[src/core/hfcs_pkg.sv]
// How it works
// - FIFO port bytes are eight bits, bit 7 the packet byte MSB.
// - Transmit status empty bit shows live FIFO emptiness, never latched.
// - Transmit status full bit shows live FIFO fullness, never latched.
// - FIFO running dry inside a message sends an abort and sets underrun.
// - Underrun stays set until the host reads transmit status.
// - Source override 0 takes Sa choice from control two bits 3 to 7.
// - Sa/channel choice 0 routes the selected Sa bits to the receiver.
// - In Sa mode select bits 4 down to 0 enable Sa4 to Sa8.
// - Sa/channel choice 1 with source override 1 feeds channel data instead of Sa bits.
// - Channel mode with selection mode 0 picks one channel by number.
// - Channel mode with selection mode 1 takes channels from block registers.
// - Channel number bit 4 is MSB, bit 0 is LSB.
// - Each set suppress bit drops the matching channel bit, bit 7 the MSB.
// - Receive info register shows a live receive FIFO empty flag.
package hfcs_pkg;
  localparam int AW = 10;
  localparam int FIFO_DEPTH = 64;
  localparam int BYTE_W = 8;
  localparam int CH_W = 5;
  localparam int IRQ_W = 3;
  // register indices, byte address is four times the index
  localparam logic [7:0] IDX_RX_INFO = 8'hb3;
  localparam logic [7:0] IDX_RX_PORT = 8'hb4;
  localparam logic [7:0] IDX_TX_STAT = 8'hb6;
  localparam logic [7:0] IDX_TX_PORT = 8'hb7;
  localparam logic [7:0] IDX_RX_SRC = 8'hb8;
  localparam logic [7:0] IDX_RX_SUP = 8'hb9;
  localparam logic [7:0] IDX_CTL_TWO = 8'hc0;
  localparam logic [7:0] IDX_CHBLK = 8'hc1;
  localparam logic [7:0] IDX_IRQ_STAT = 8'hc4;
  localparam logic [7:0] IDX_IRQ_MASK = 8'hc5;
  // field positions
  localparam int SRC_OVR_BIT = 7;
  localparam int SA_DS0_BIT = 6;
  localparam int MODE_BIT = 5;
  localparam int CTL_TWO_SA_LSB = 3;
  localparam int TX_EMPTY_BIT = 2;
  localparam int TX_FULL_BIT = 1;
  localparam int TX_UDR_BIT = 0;
  localparam int RX_EMPTY_BIT = 3;
  localparam int IRQ_UDR = 0;
  localparam int IRQ_RX_AVAIL = 1;
  localparam int IRQ_TX_EMPTY = 2;
  // reset values
  localparam logic [7:0] RST_SRC = 8'h00;
  localparam logic [7:0] RST_SUP = 8'h00;
  localparam logic [7:0] RST_CTL_TWO = 8'h00;
  localparam logic [31:0] RST_CHBLK = 32'h0;
  localparam logic [IRQ_W-1:0] RST_MASK = 3'h0;
  // sa bits live in timeslot zero of the non-alignment frame
  localparam logic [CH_W-1:0] SA_TS = 5'h0;
  localparam logic [1:0] RESP_OKAY = 2'h0;
  localparam logic [1:0] RESP_SLVERR = 2'h2;
endpackage

[src/core/hfcs_fifo.sv]
`timescale 1ns/1ns
module hfcs_fifo #(
  parameter int W = 8,
  parameter int DEPTH = 64
) (
  // clock and reset
  input wire logic clk,
  input wire logic rst_n,
  // fill side
  input wire logic [W-1:0] in_data,
  input wire logic in_valid,
  output logic in_ready,
  // drain side
  output logic [W-1:0] out_data,
  output logic out_valid,
  input wire logic out_ready,
  // live flags
  output logic empty,
  output logic full
);
  // depth must be a power of two: pointers wrap with one extra lap bit
  localparam int PW = $clog2(DEPTH);
  logic [W-1:0] mem [DEPTH];
  logic [PW:0] wp_r, wp_nxt, rp_r, rp_nxt;
  logic push, pop;

  assign empty = (wp_r == rp_r);
  assign full = (wp_r[PW] != rp_r[PW]) && (wp_r[PW-1:0] == rp_r[PW-1:0]);
  assign in_ready = !full;
  assign out_valid = !empty;
  assign out_data = mem[rp_r[PW-1:0]];
  assign push = in_valid && in_ready;
  assign pop = out_valid && out_ready;

  always_comb begin
    wp_nxt = push ? wp_r + 1'b1 : wp_r;
    rp_nxt = pop ? rp_r + 1'b1 : rp_r;
  end

  always_ff @(posedge clk or negedge rst_n) begin
    if (!rst_n) begin
      wp_r <= '0;
      rp_r <= '0;
    end else begin
      wp_r <= wp_nxt;
      rp_r <= rp_nxt;
    end
  end

  // storage needs no reset, the pointers guard it
  always_ff @(posedge clk) begin
    if (push) begin
      mem[wp_r[PW-1:0]] <= in_data;
    end
  end
endmodule

[src/core/hfcs_top.sv]
`timescale 1ns/1ns
module hfcs_top
  import hfcs_pkg::*;
#(
  parameter int DEPTH = hfcs_pkg::FIFO_DEPTH
) (
  // clock and reset
  input wire logic MCLK,
  input wire logic ARST_N,
  // axi4-lite write address and data
  input wire logic [hfcs_pkg::AW-1:0] AWADDR,
  input wire logic AWVALID,
  output logic AWREADY,
  input wire logic [31:0] WDATA,
  input wire logic [3:0] WSTRB,
  input wire logic WVALID,
  output logic WREADY,
  output logic [1:0] BRESP,
  output logic BVALID,
  input wire logic BREADY,
  // axi4-lite read
  input wire logic [hfcs_pkg::AW-1:0] ARADDR,
  input wire logic ARVALID,
  output logic ARREADY,
  output logic [31:0] RDATA,
  output logic [1:0] RRESP,
  output logic RVALID,
  input wire logic RREADY,
  // receive timeslot stream from the framer
  input wire logic [7:0] RX_TS_DATA,
  input wire logic [hfcs_pkg::CH_W-1:0] RX_TS_NUM,
  input wire logic RX_TS_NFAS,
  input wire logic RX_TS_STB,
  // selected bits toward the receive hdlc engine
  output logic [7:0] RX_HDLC_DATA,
  output logic [7:0] RX_HDLC_EN,
  output logic RX_HDLC_STB,
  // bytes from the receive hdlc engine
  input wire logic [7:0] RX_FIFO_WDATA,
  input wire logic RX_FIFO_WVALID,
  output logic RX_FIFO_WREADY,
  // bytes toward the transmit hdlc engine
  output logic [7:0] TX_FIFO_RDATA,
  output logic TX_FIFO_RVALID,
  input wire logic TX_FIFO_RREADY,
  input wire logic TX_IN_MSG,
  output logic TX_ABORT,
  // interrupt
  output logic IRQ
);
  import hfcs_pkg::*;

  // ==========================================
  // fifos
  logic tx_push, tx_empty, tx_full, rx_pop, rx_empty;
  logic [7:0] wd8, rx_head;

  hfcs_fifo #(.W(BYTE_W), .DEPTH(DEPTH)) u_tx_fifo (
    .clk(MCLK),
    .rst_n(ARST_N),
    .in_data(wd8),
    .in_valid(tx_push),
    .in_ready(),
    .out_data(TX_FIFO_RDATA),
    .out_valid(TX_FIFO_RVALID),
    .out_ready(TX_FIFO_RREADY),
    .empty(tx_empty),
    .full(tx_full)
  );
  hfcs_fifo #(.W(BYTE_W), .DEPTH(DEPTH)) u_rx_fifo (
    .clk(MCLK),
    .rst_n(ARST_N),
    .in_data(RX_FIFO_WDATA),
    .in_valid(RX_FIFO_WVALID),
    .in_ready(RX_FIFO_WREADY),
    .out_data(rx_head),
    .out_valid(),
    .out_ready(rx_pop),
    .empty(rx_empty),
    .full()
  );

  // ==========================================
  // axi4-lite write channel
  logic aw_have_r, aw_have_nxt, w_have_r, w_have_nxt;
  logic bvalid_r, bvalid_nxt;
  logic [1:0] bresp_r, bresp_nxt;
  logic [AW-1:0] awaddr_r, awaddr_nxt, waddr;
  logic [31:0] wdata_r, wdata_nxt, wd;
  logic [3:0] wstrb_r, wstrb_nxt, wst;
  logic aw_ok, w_ok, wr_go, whit;
  logic [7:0] widx;
  assign AWREADY = !aw_have_r && !bvalid_r;
  assign WREADY = !w_have_r && !bvalid_r;
  assign BVALID = bvalid_r;
  assign BRESP = bresp_r;
  assign aw_ok = aw_have_r || (AWVALID && AWREADY);
  assign w_ok = w_have_r || (WVALID && WREADY);
  assign wr_go = aw_ok && w_ok;
  assign waddr = aw_have_r ? awaddr_r : AWADDR;
  assign wd = w_have_r ? wdata_r : WDATA;
  assign wst = w_have_r ? wstrb_r : WSTRB;
  assign widx = waddr[9:2];
  assign wd8 = wd[7:0];
  always_comb begin
    case (widx)
      IDX_RX_INFO, IDX_RX_PORT, IDX_TX_STAT, IDX_TX_PORT, IDX_RX_SRC,
      IDX_RX_SUP, IDX_CTL_TWO, IDX_CHBLK, IDX_IRQ_STAT, IDX_IRQ_MASK: whit = 1'b1;
      default: whit = 1'b0;
    endcase
    aw_have_nxt = wr_go ? 1'b0 : aw_ok;
    w_have_nxt = wr_go ? 1'b0 : w_ok;
    awaddr_nxt = (AWVALID && AWREADY) ? AWADDR : awaddr_r;
    wdata_nxt = (WVALID && WREADY) ? WDATA : wdata_r;
    wstrb_nxt = (WVALID && WREADY) ? WSTRB : wstrb_r;
    bvalid_nxt = wr_go || (bvalid_r && !BREADY);
    bresp_nxt = wr_go ? (whit ? RESP_OKAY : RESP_SLVERR) : bresp_r;
  end

  always_ff @(posedge MCLK or negedge ARST_N) begin
    if (!ARST_N) begin
      aw_have_r <= 1'b0;
      w_have_r <= 1'b0;
      awaddr_r <= '0;
      wdata_r <= 32'h0;
      wstrb_r <= 4'h0;
      bvalid_r <= 1'b0;
      bresp_r <= RESP_OKAY;
    end else begin
      aw_have_r <= aw_have_nxt;
      w_have_r <= w_have_nxt;
      awaddr_r <= awaddr_nxt;
      wdata_r <= wdata_nxt;
      wstrb_r <= wstrb_nxt;
      bvalid_r <= bvalid_nxt;
      bresp_r <= bresp_nxt;
    end
  end

  // a write to a full fifo is dropped, the fifo refuses it
  assign tx_push = wr_go && (widx == IDX_TX_PORT) && wst[0];

  // ==========================================
  // control registers and interrupts
  logic [7:0] src_r, src_nxt, sup_r, sup_nxt, ctl2_r, ctl2_nxt;
  logic [31:0] chblk_r, chblk_nxt;
  logic [IRQ_W-1:0] ist_r, ist_nxt, imask_r, imask_nxt, w1c, evt;
  logic udr_r, udr_nxt, abort_r, abort_nxt, tx_empty_q, udr_evt, stat_rd;
  // underrun only counts while the engine is inside a message
  assign udr_evt = TX_FIFO_RREADY && tx_empty && TX_IN_MSG;
  assign w1c = (wr_go && widx == IDX_IRQ_STAT && wst[0]) ? wd[IRQ_W-1:0] : '0;
  assign evt = {tx_empty && !tx_empty_q, RX_FIFO_WVALID && RX_FIFO_WREADY, udr_evt};
  always_comb begin
    src_nxt = src_r;
    sup_nxt = sup_r;
    ctl2_nxt = ctl2_r;
    imask_nxt = imask_r;
    chblk_nxt = chblk_r;
    if (wr_go && wst[0]) begin
      case (widx)
        IDX_RX_SRC: src_nxt = wd8;
        IDX_RX_SUP: sup_nxt = wd8;
        IDX_CTL_TWO: ctl2_nxt = wd8;
        IDX_IRQ_MASK: imask_nxt = wd[IRQ_W-1:0];
        default: src_nxt = src_r;
      endcase
    end
    if (wr_go && widx == IDX_CHBLK) begin
      for (int i = 0; i < 4; i++) begin
        if (wst[i]) begin
          chblk_nxt[8*i +: 8] = wd[8*i +: 8];
        end
      end
    end
    // a new event wins over a clear in the same cycle
    ist_nxt = (ist_r & ~w1c) | evt;
    udr_nxt = udr_evt || (udr_r && !stat_rd);
    abort_nxt = udr_evt;
  end

  always_ff @(posedge MCLK or negedge ARST_N) begin
    if (!ARST_N) begin
      src_r <= RST_SRC;
      sup_r <= RST_SUP;
      ctl2_r <= RST_CTL_TWO;
      chblk_r <= RST_CHBLK;
      imask_r <= RST_MASK;
      ist_r <= '0;
      udr_r <= 1'b0;
      abort_r <= 1'b0;
      tx_empty_q <= 1'b1;
    end else begin
      src_r <= src_nxt;
      sup_r <= sup_nxt;
      ctl2_r <= ctl2_nxt;
      chblk_r <= chblk_nxt;
      imask_r <= imask_nxt;
      ist_r <= ist_nxt;
      udr_r <= udr_nxt;
      abort_r <= abort_nxt;
      tx_empty_q <= tx_empty;
    end
  end

  assign TX_ABORT = abort_r;
  assign IRQ = |(ist_r & imask_r);

  // ==========================================
  // axi4-lite read channel
  logic rvalid_r, rvalid_nxt, ar_fire, rhit;
  logic [31:0] rdata_r, rdata_nxt, rmux;
  logic [1:0] rresp_r, rresp_nxt;
  logic [7:0] ridx;
  assign ARREADY = !rvalid_r;
  assign RVALID = rvalid_r;
  assign RDATA = rdata_r;
  assign RRESP = rresp_r;
  assign ar_fire = ARVALID && ARREADY;
  assign ridx = ARADDR[9:2];
  assign stat_rd = ar_fire && (ridx == IDX_TX_STAT);
  assign rx_pop = ar_fire && (ridx == IDX_RX_PORT) && !rx_empty;
  always_comb begin
    rmux = 32'h0;
    rhit = 1'b1;
    case (ridx)
      IDX_RX_INFO: rmux[RX_EMPTY_BIT] = rx_empty;
      IDX_RX_PORT: rmux[7:0] = rx_empty ? 8'h00 : rx_head;
      IDX_TX_STAT: begin
        // upper bits read zero, host must not rely on them
        rmux[TX_EMPTY_BIT] = tx_empty;
        rmux[TX_FULL_BIT] = tx_full;
        rmux[TX_UDR_BIT] = udr_r;
      end
      IDX_TX_PORT: rmux = 32'h0;
      IDX_RX_SRC: rmux[7:0] = src_r;
      IDX_RX_SUP: rmux[7:0] = sup_r;
      IDX_CTL_TWO: rmux[7:0] = ctl2_r;
      IDX_CHBLK: rmux = chblk_r;
      IDX_IRQ_STAT: rmux[IRQ_W-1:0] = ist_r;
      IDX_IRQ_MASK: rmux[IRQ_W-1:0] = imask_r;
      default: rhit = 1'b0;
    endcase
    rvalid_nxt = ar_fire || (rvalid_r && !RREADY);
    rdata_nxt = ar_fire ? rmux : rdata_r;
    rresp_nxt = ar_fire ? (rhit ? RESP_OKAY : RESP_SLVERR) : rresp_r;
  end

  always_ff @(posedge MCLK or negedge ARST_N) begin
    if (!ARST_N) begin
      rvalid_r <= 1'b0;
      rdata_r <= 32'h0;
      rresp_r <= RESP_OKAY;
    end else begin
      rvalid_r <= rvalid_nxt;
      rdata_r <= rdata_nxt;
      rresp_r <= rresp_nxt;
    end
  end

  // ==========================================
  // receive source and channel selection
  logic [7:0] hd_r, hd_nxt, hen_r, hen_nxt;
  logic hstb_r, hstb_nxt, use_ds0, sa_slot;
  logic [CH_W-1:0] sa_sel, chan;
  // legacy sa choice unless the override hands control over
  assign sa_sel = src_r[SRC_OVR_BIT] ? src_r[CH_W-1:0] : ctl2_r[CTL_TWO_SA_LSB +: CH_W];
  assign use_ds0 = src_r[SRC_OVR_BIT] && src_r[SA_DS0_BIT];
  assign chan = src_r[CH_W-1:0];
  assign sa_slot = (RX_TS_NUM == SA_TS) && RX_TS_NFAS;
  always_comb begin
    hstb_nxt = RX_TS_STB;
    hd_nxt = hd_r;
    hen_nxt = hen_r;
    if (RX_TS_STB) begin
      hd_nxt = RX_TS_DATA;
      hen_nxt = 8'h00;
      if (!use_ds0) begin
        if (sa_slot) begin
          hen_nxt = {3'h0, sa_sel};
        end
      end else if (src_r[MODE_BIT]) begin
        if (chblk_r[RX_TS_NUM]) begin
          hen_nxt = ~sup_r;
        end
      end else if (RX_TS_NUM == chan) begin
        hen_nxt = ~sup_r;
      end
    end
  end
  always_ff @(posedge MCLK or negedge ARST_N) begin
    if (!ARST_N) begin
      hd_r <= 8'h00;
      hen_r <= 8'h00;
      hstb_r <= 1'b0;
    end else begin
      hd_r <= hd_nxt;
      hen_r <= hen_nxt;
      hstb_r <= hstb_nxt;
    end
  end

  assign RX_HDLC_DATA = hd_r;
  assign RX_HDLC_EN = hen_r;
  assign RX_HDLC_STB = hstb_r;
endmodule

[config.mk]
export PLATFORM = sky130hd
export DESIGN_NAME = hfcs_top
export DESIGN_NICKNAME = d
export VERILOG_FILES = /design/src/core/hfcs_pkg.sv /design/src/core/hfcs_fifo.sv /design/src/core/hfcs_top.sv
export SDC_FILE = /design/constraint.sdc
export NUM_CORES = 1
export LEC_CHECK = 0
export BUFFER_PORTS_ARGS = -buffer_cell sky130_fd_sc_hd__buf_2
export CELL_PAD_IN_SITES_DETAIL_PLACEMENT = 1
export CELL_PAD_IN_SITES_GLOBAL_PLACEMENT = 2
export CORE_AREA = 2 2 417 254
export DETAILED_ROUTE_END_ITERATION = 8
export DIE_AREA = 0 0 419 256
export HOLD_SLACK_MARGIN = 0.06
export PLACE_DENSITY_LB_ADDON = 0.25
export REMOVE_ABC_BUFFERS = 1
export SYNTH_ARGS = -nofsm -noshare
export SYNTH_HDL_FRONTEND = slang
export SYNTH_HIERARCHICAL = 1
export SYNTH_SLANG_ARGS = --single-unit
export TNS_END_PERCENT = 10
[constraint.sdc]
create_clock -name MCLK -period 4 [get_ports MCLK]
set_clock_uncertainty 0.15 [all_clocks]
set_input_delay 0.4 -clock MCLK [delete_from_list [all_inputs] [get_ports MCLK]]
set_output_delay 0.4 -clock MCLK [all_outputs]
set_load 0.05 [all_outputs]
==> flow_summary.ini <==
[power_and_ir_drop]
pwr_density_cell_nw_per_um2 = 602
leakagePower_uw = 0.0197
design_power_total_uw = 34400
vdd_ir_drop_max_v = 0.000395

[layout]
finalCoreUtilization_pct = 55.1
area_growth_pct = 15.9
post-route-cell-area_um2 = 57200
filler_cell_count = 9321
nNetsFinal = 3140
multi_input_comb_area_um2 = 12800
layout.area.seq_um2 = 35600
layout-drive-gt1-share_pct = 30.1

[route]
via_count = 27000
routed_via_density = 5.93
route.detailed.wl_per_inst_um = 29.4
wirelength_um = 134000
first_iter_violations = 2919
final_antenna_net_count = 0
detailedRoute.firstPassIterationCount = 5
post-route-drc-count = 0

[critical_path]
timing.rr.start = u_rx_fifo/rp_r[2]
path_class = flip-flop to primary output
startpoint = u_tx_fifo/rp_r[0]
worstPathRequired_ns = 3.45
critical_path_arrival_ns = 3.35
crit_fanout = 22
worst_setup_path_start_kind = flip-flop
cp-end-kind = primary output
worst_r2r_path_depth = 7

[clock_tree]
cts_max_path_bufs = 3
cts.sinks = 1216
htree_num_levels = 3
numCtsBuffers = 111
clkTransAtPathRegs_ns = 0.06
clock_network_latency_to_the_later_pin_of_the_worst_skew_pair_ns = 0.72
root_buffer_cell = sky130_fd_sc_hd__clkbuf_16
cts_tree = done

[die]
fp-row-count = 92
die_width_um = 419
chipHeight_um = 256
initial_utilization_pct = 47.5
io_pins = 159
design.core.area_um2 = 104000
floorplan.die_area_um2 = 107000

[global_routing]
grt_pass1_vias = 28400
maximum_number_of_pins_on_one_net_before_global_route_repair = 83
grt-ovfl-total = 0
first_pass_grt_wire_length_um = 197000
gr-usage-all-layers_pct = 25.2
number_of_antenna_violations_at_the_first_check_in_global_routing = 10

[timing]
totalNegativeSetupSlack_ns = 0
fmaxAchievable_mhz = 256
endpoints_failing_hold = 0
hold_slack_ns = 0.115
final-setup-viol-count = 0
finalMaxSlewViolations = 0
grt_setup_unrepaired = true
post-route-period-util_pct = 97.5
finalWorstPathRequiredPeriod_ns = 3.90
max_slew_margin_pct = 15.3
worst-slew-pin-transition_ns = 1.27

[placement]
gp_routability_congestion = 0.880
port_buffers = 152
place_area_um2 = 52600
dp_hpwl_um = 88800

[synthesis]
total_standard_cell_area_after_synthesis_um2 = 49300
netlist_instances = 2671
avgSynthCellArea_um2 = 18.5
synth-warning-count = 6

[run_status]
outcome = finished, final reports clean

[hold_path]
timing.hold.worst.start = RX_FIFO_WDATA[3]
hold_path.class = primary input to flip-flop
timing.hold.worst_path_depth = 1

[flow_run]
maxCapViolations = 0
## worst max-delay path, stage by stage, from the launching register on
cell                       delay [ns]
sky130_fd_sc_hd__dfrtp_4         0.61
sky130_fd_sc_hd__buf_4           0.46
sky130_fd_sc_hd__mux4_2          0.57
sky130_fd_sc_hd__a221oi_1        0.42
sky130_fd_sc_hd__nand2_1         0.09
sky130_fd_sc_hd__a22o_1          0.23
sky130_fd_sc_hd__buf_2           0.21
## flip-flops by register name, summed over array words and instances (netlist names), 3 cells and up
name,count
RDATA,32
RX_HDLC_DATA,8
RX_HDLC_EN,8
awaddr_r,8
chblk_r,32
ctl2_r,8
imask_r,3
ist_r,3
src_r,8
sup_r,8
u_rx_fifo/mem,512
u_rx_fifo/rp_r,7
u_rx_fifo/wp_r,7
u_tx_fifo/mem,512
u_tx_fifo/rp_r,7
u_tx_fifo/wp_r,7
wdata_r,32
wstrb_r,4
## routing by layer
layer  vias to the layer above  track usage (%)  share of wire [%]
li1                      11400                -                  -
met1                     14400             39.4                 46
met2                      1031             35.0                 43
met3                       136             7.23                9.2
met4                         8             5.20                1.6
met5                         -                0              0.040
## final timing paths
check / slack, ns / end
worst min-delay path: 0.11 / u_rx_fifo/mem[43][3]
worst min register to register: 0.33 / BRESP[1]
worst max register to register: 0.27 / u_rx_fifo/mem[16][6]
max in group asynchronous: 2.55 / wdata_r[21]
worst max-delay path: 0.1 / TX_FIFO_RDATA[1]
min in group asynchronous: 0.15 / wdata_r[30]
## report_power, final
part,total (uW),leakage (uW),internal [uW],switching (uW)
Clock,11100,0.00186,6290,4840
Combinational,7810,0.00611,2990,4830
Sequential,15500,0.0117,14900,584
## placed cells by master (no fill, tap or decap), types with 9 or more instances in the layout
master / count
sky130_fd_sc_hd__clkbuf_16: 114
sky130_fd_sc_hd__mux2_2: 142
sky130_fd_sc_hd__a21oi_1: 40
sky130_fd_sc_hd__nand2_1: 130
sky130_fd_sc_hd__or4_1: 10
sky130_fd_sc_hd__clkinv_1: 22
sky130_fd_sc_hd__and2_1: 9
sky130_fd_sc_hd__o21ai_0: 56
sky130_fd_sc_hd__a22oi_1: 50
sky130_fd_sc_hd__o21ai_1: 11
sky130_fd_sc_hd__mux2_4: 25
sky130_fd_sc_hd__xor2_1: 9
sky130_fd_sc_hd__clkinv_2: 26
sky130_fd_sc_hd__nand2b_1: 27
sky130_fd_sc_hd__o22ai_1: 23
sky130_fd_sc_hd__inv_1: 24
sky130_fd_sc_hd__edfxtp_1: 1024
sky130_fd_sc_hd__xnor2_1: 34
sky130_fd_sc_hd__nand3b_1: 13
sky130_fd_sc_hd__buf_12: 10
sky130_fd_sc_hd__dfrtp_1: 185
sky130_fd_sc_hd__a221oi_1: 18
sky130_fd_sc_hd__mux4_1: 21
sky130_fd_sc_hd__o221ai_1: 19
sky130_fd_sc_hd__clkbuf_1: 14
sky130_fd_sc_hd__buf_2: 151
sky130_fd_sc_hd__a211oi_1: 11
sky130_fd_sc_hd__mux2i_1: 87
sky130_fd_sc_hd__nor2b_1: 9
sky130_fd_sc_hd__mux4_2: 211
sky130_fd_sc_hd__nor3_1: 9
sky130_fd_sc_hd__buf_4: 184
sky130_fd_sc_hd__dlygate4sd3_1: 68
sky130_fd_sc_hd__nand4_1: 11
sky130_fd_sc_hd__nand3_1: 22
sky130_fd_sc_hd__bufinv_16: 15
sky130_fd_sc_hd__nor2_1: 157
## final cells by class
| class | instances | share of cell area [%] |
|---|---|---|
| flip-flops and latches | 1216 | 62.2 |
| multi-input cells | 1274 | 22.4 |
| repair buffers | 417 | 5.39 |
| clock buffers | 132 | 5.18 |
| well taps | 1410 | 3.09 |
| clock inverters | 79 | 1.47 |
| inverters | 27 | 0.177 |
| diodes | 3 | 0.0131 |
## what timing repair did
action,CTS,global route
hold endpoints to repair,227,0
resized for setup,0,4
setup endpoints to repair,8,4
hold buffers,68,0
setup buffers,4,0
## metrics by stage
step           setup slack (ns)  instances
6_report                 0.0999       4558
5_1_grt                 -0.0264       4558
4_1_cts                  0.0270       4555
3_5_place_dp              0.247       4272
3_3_place_gp              0.252       4272
2_1_floorplan             -2.92       2517
Power figures use the tool's default switching activity.
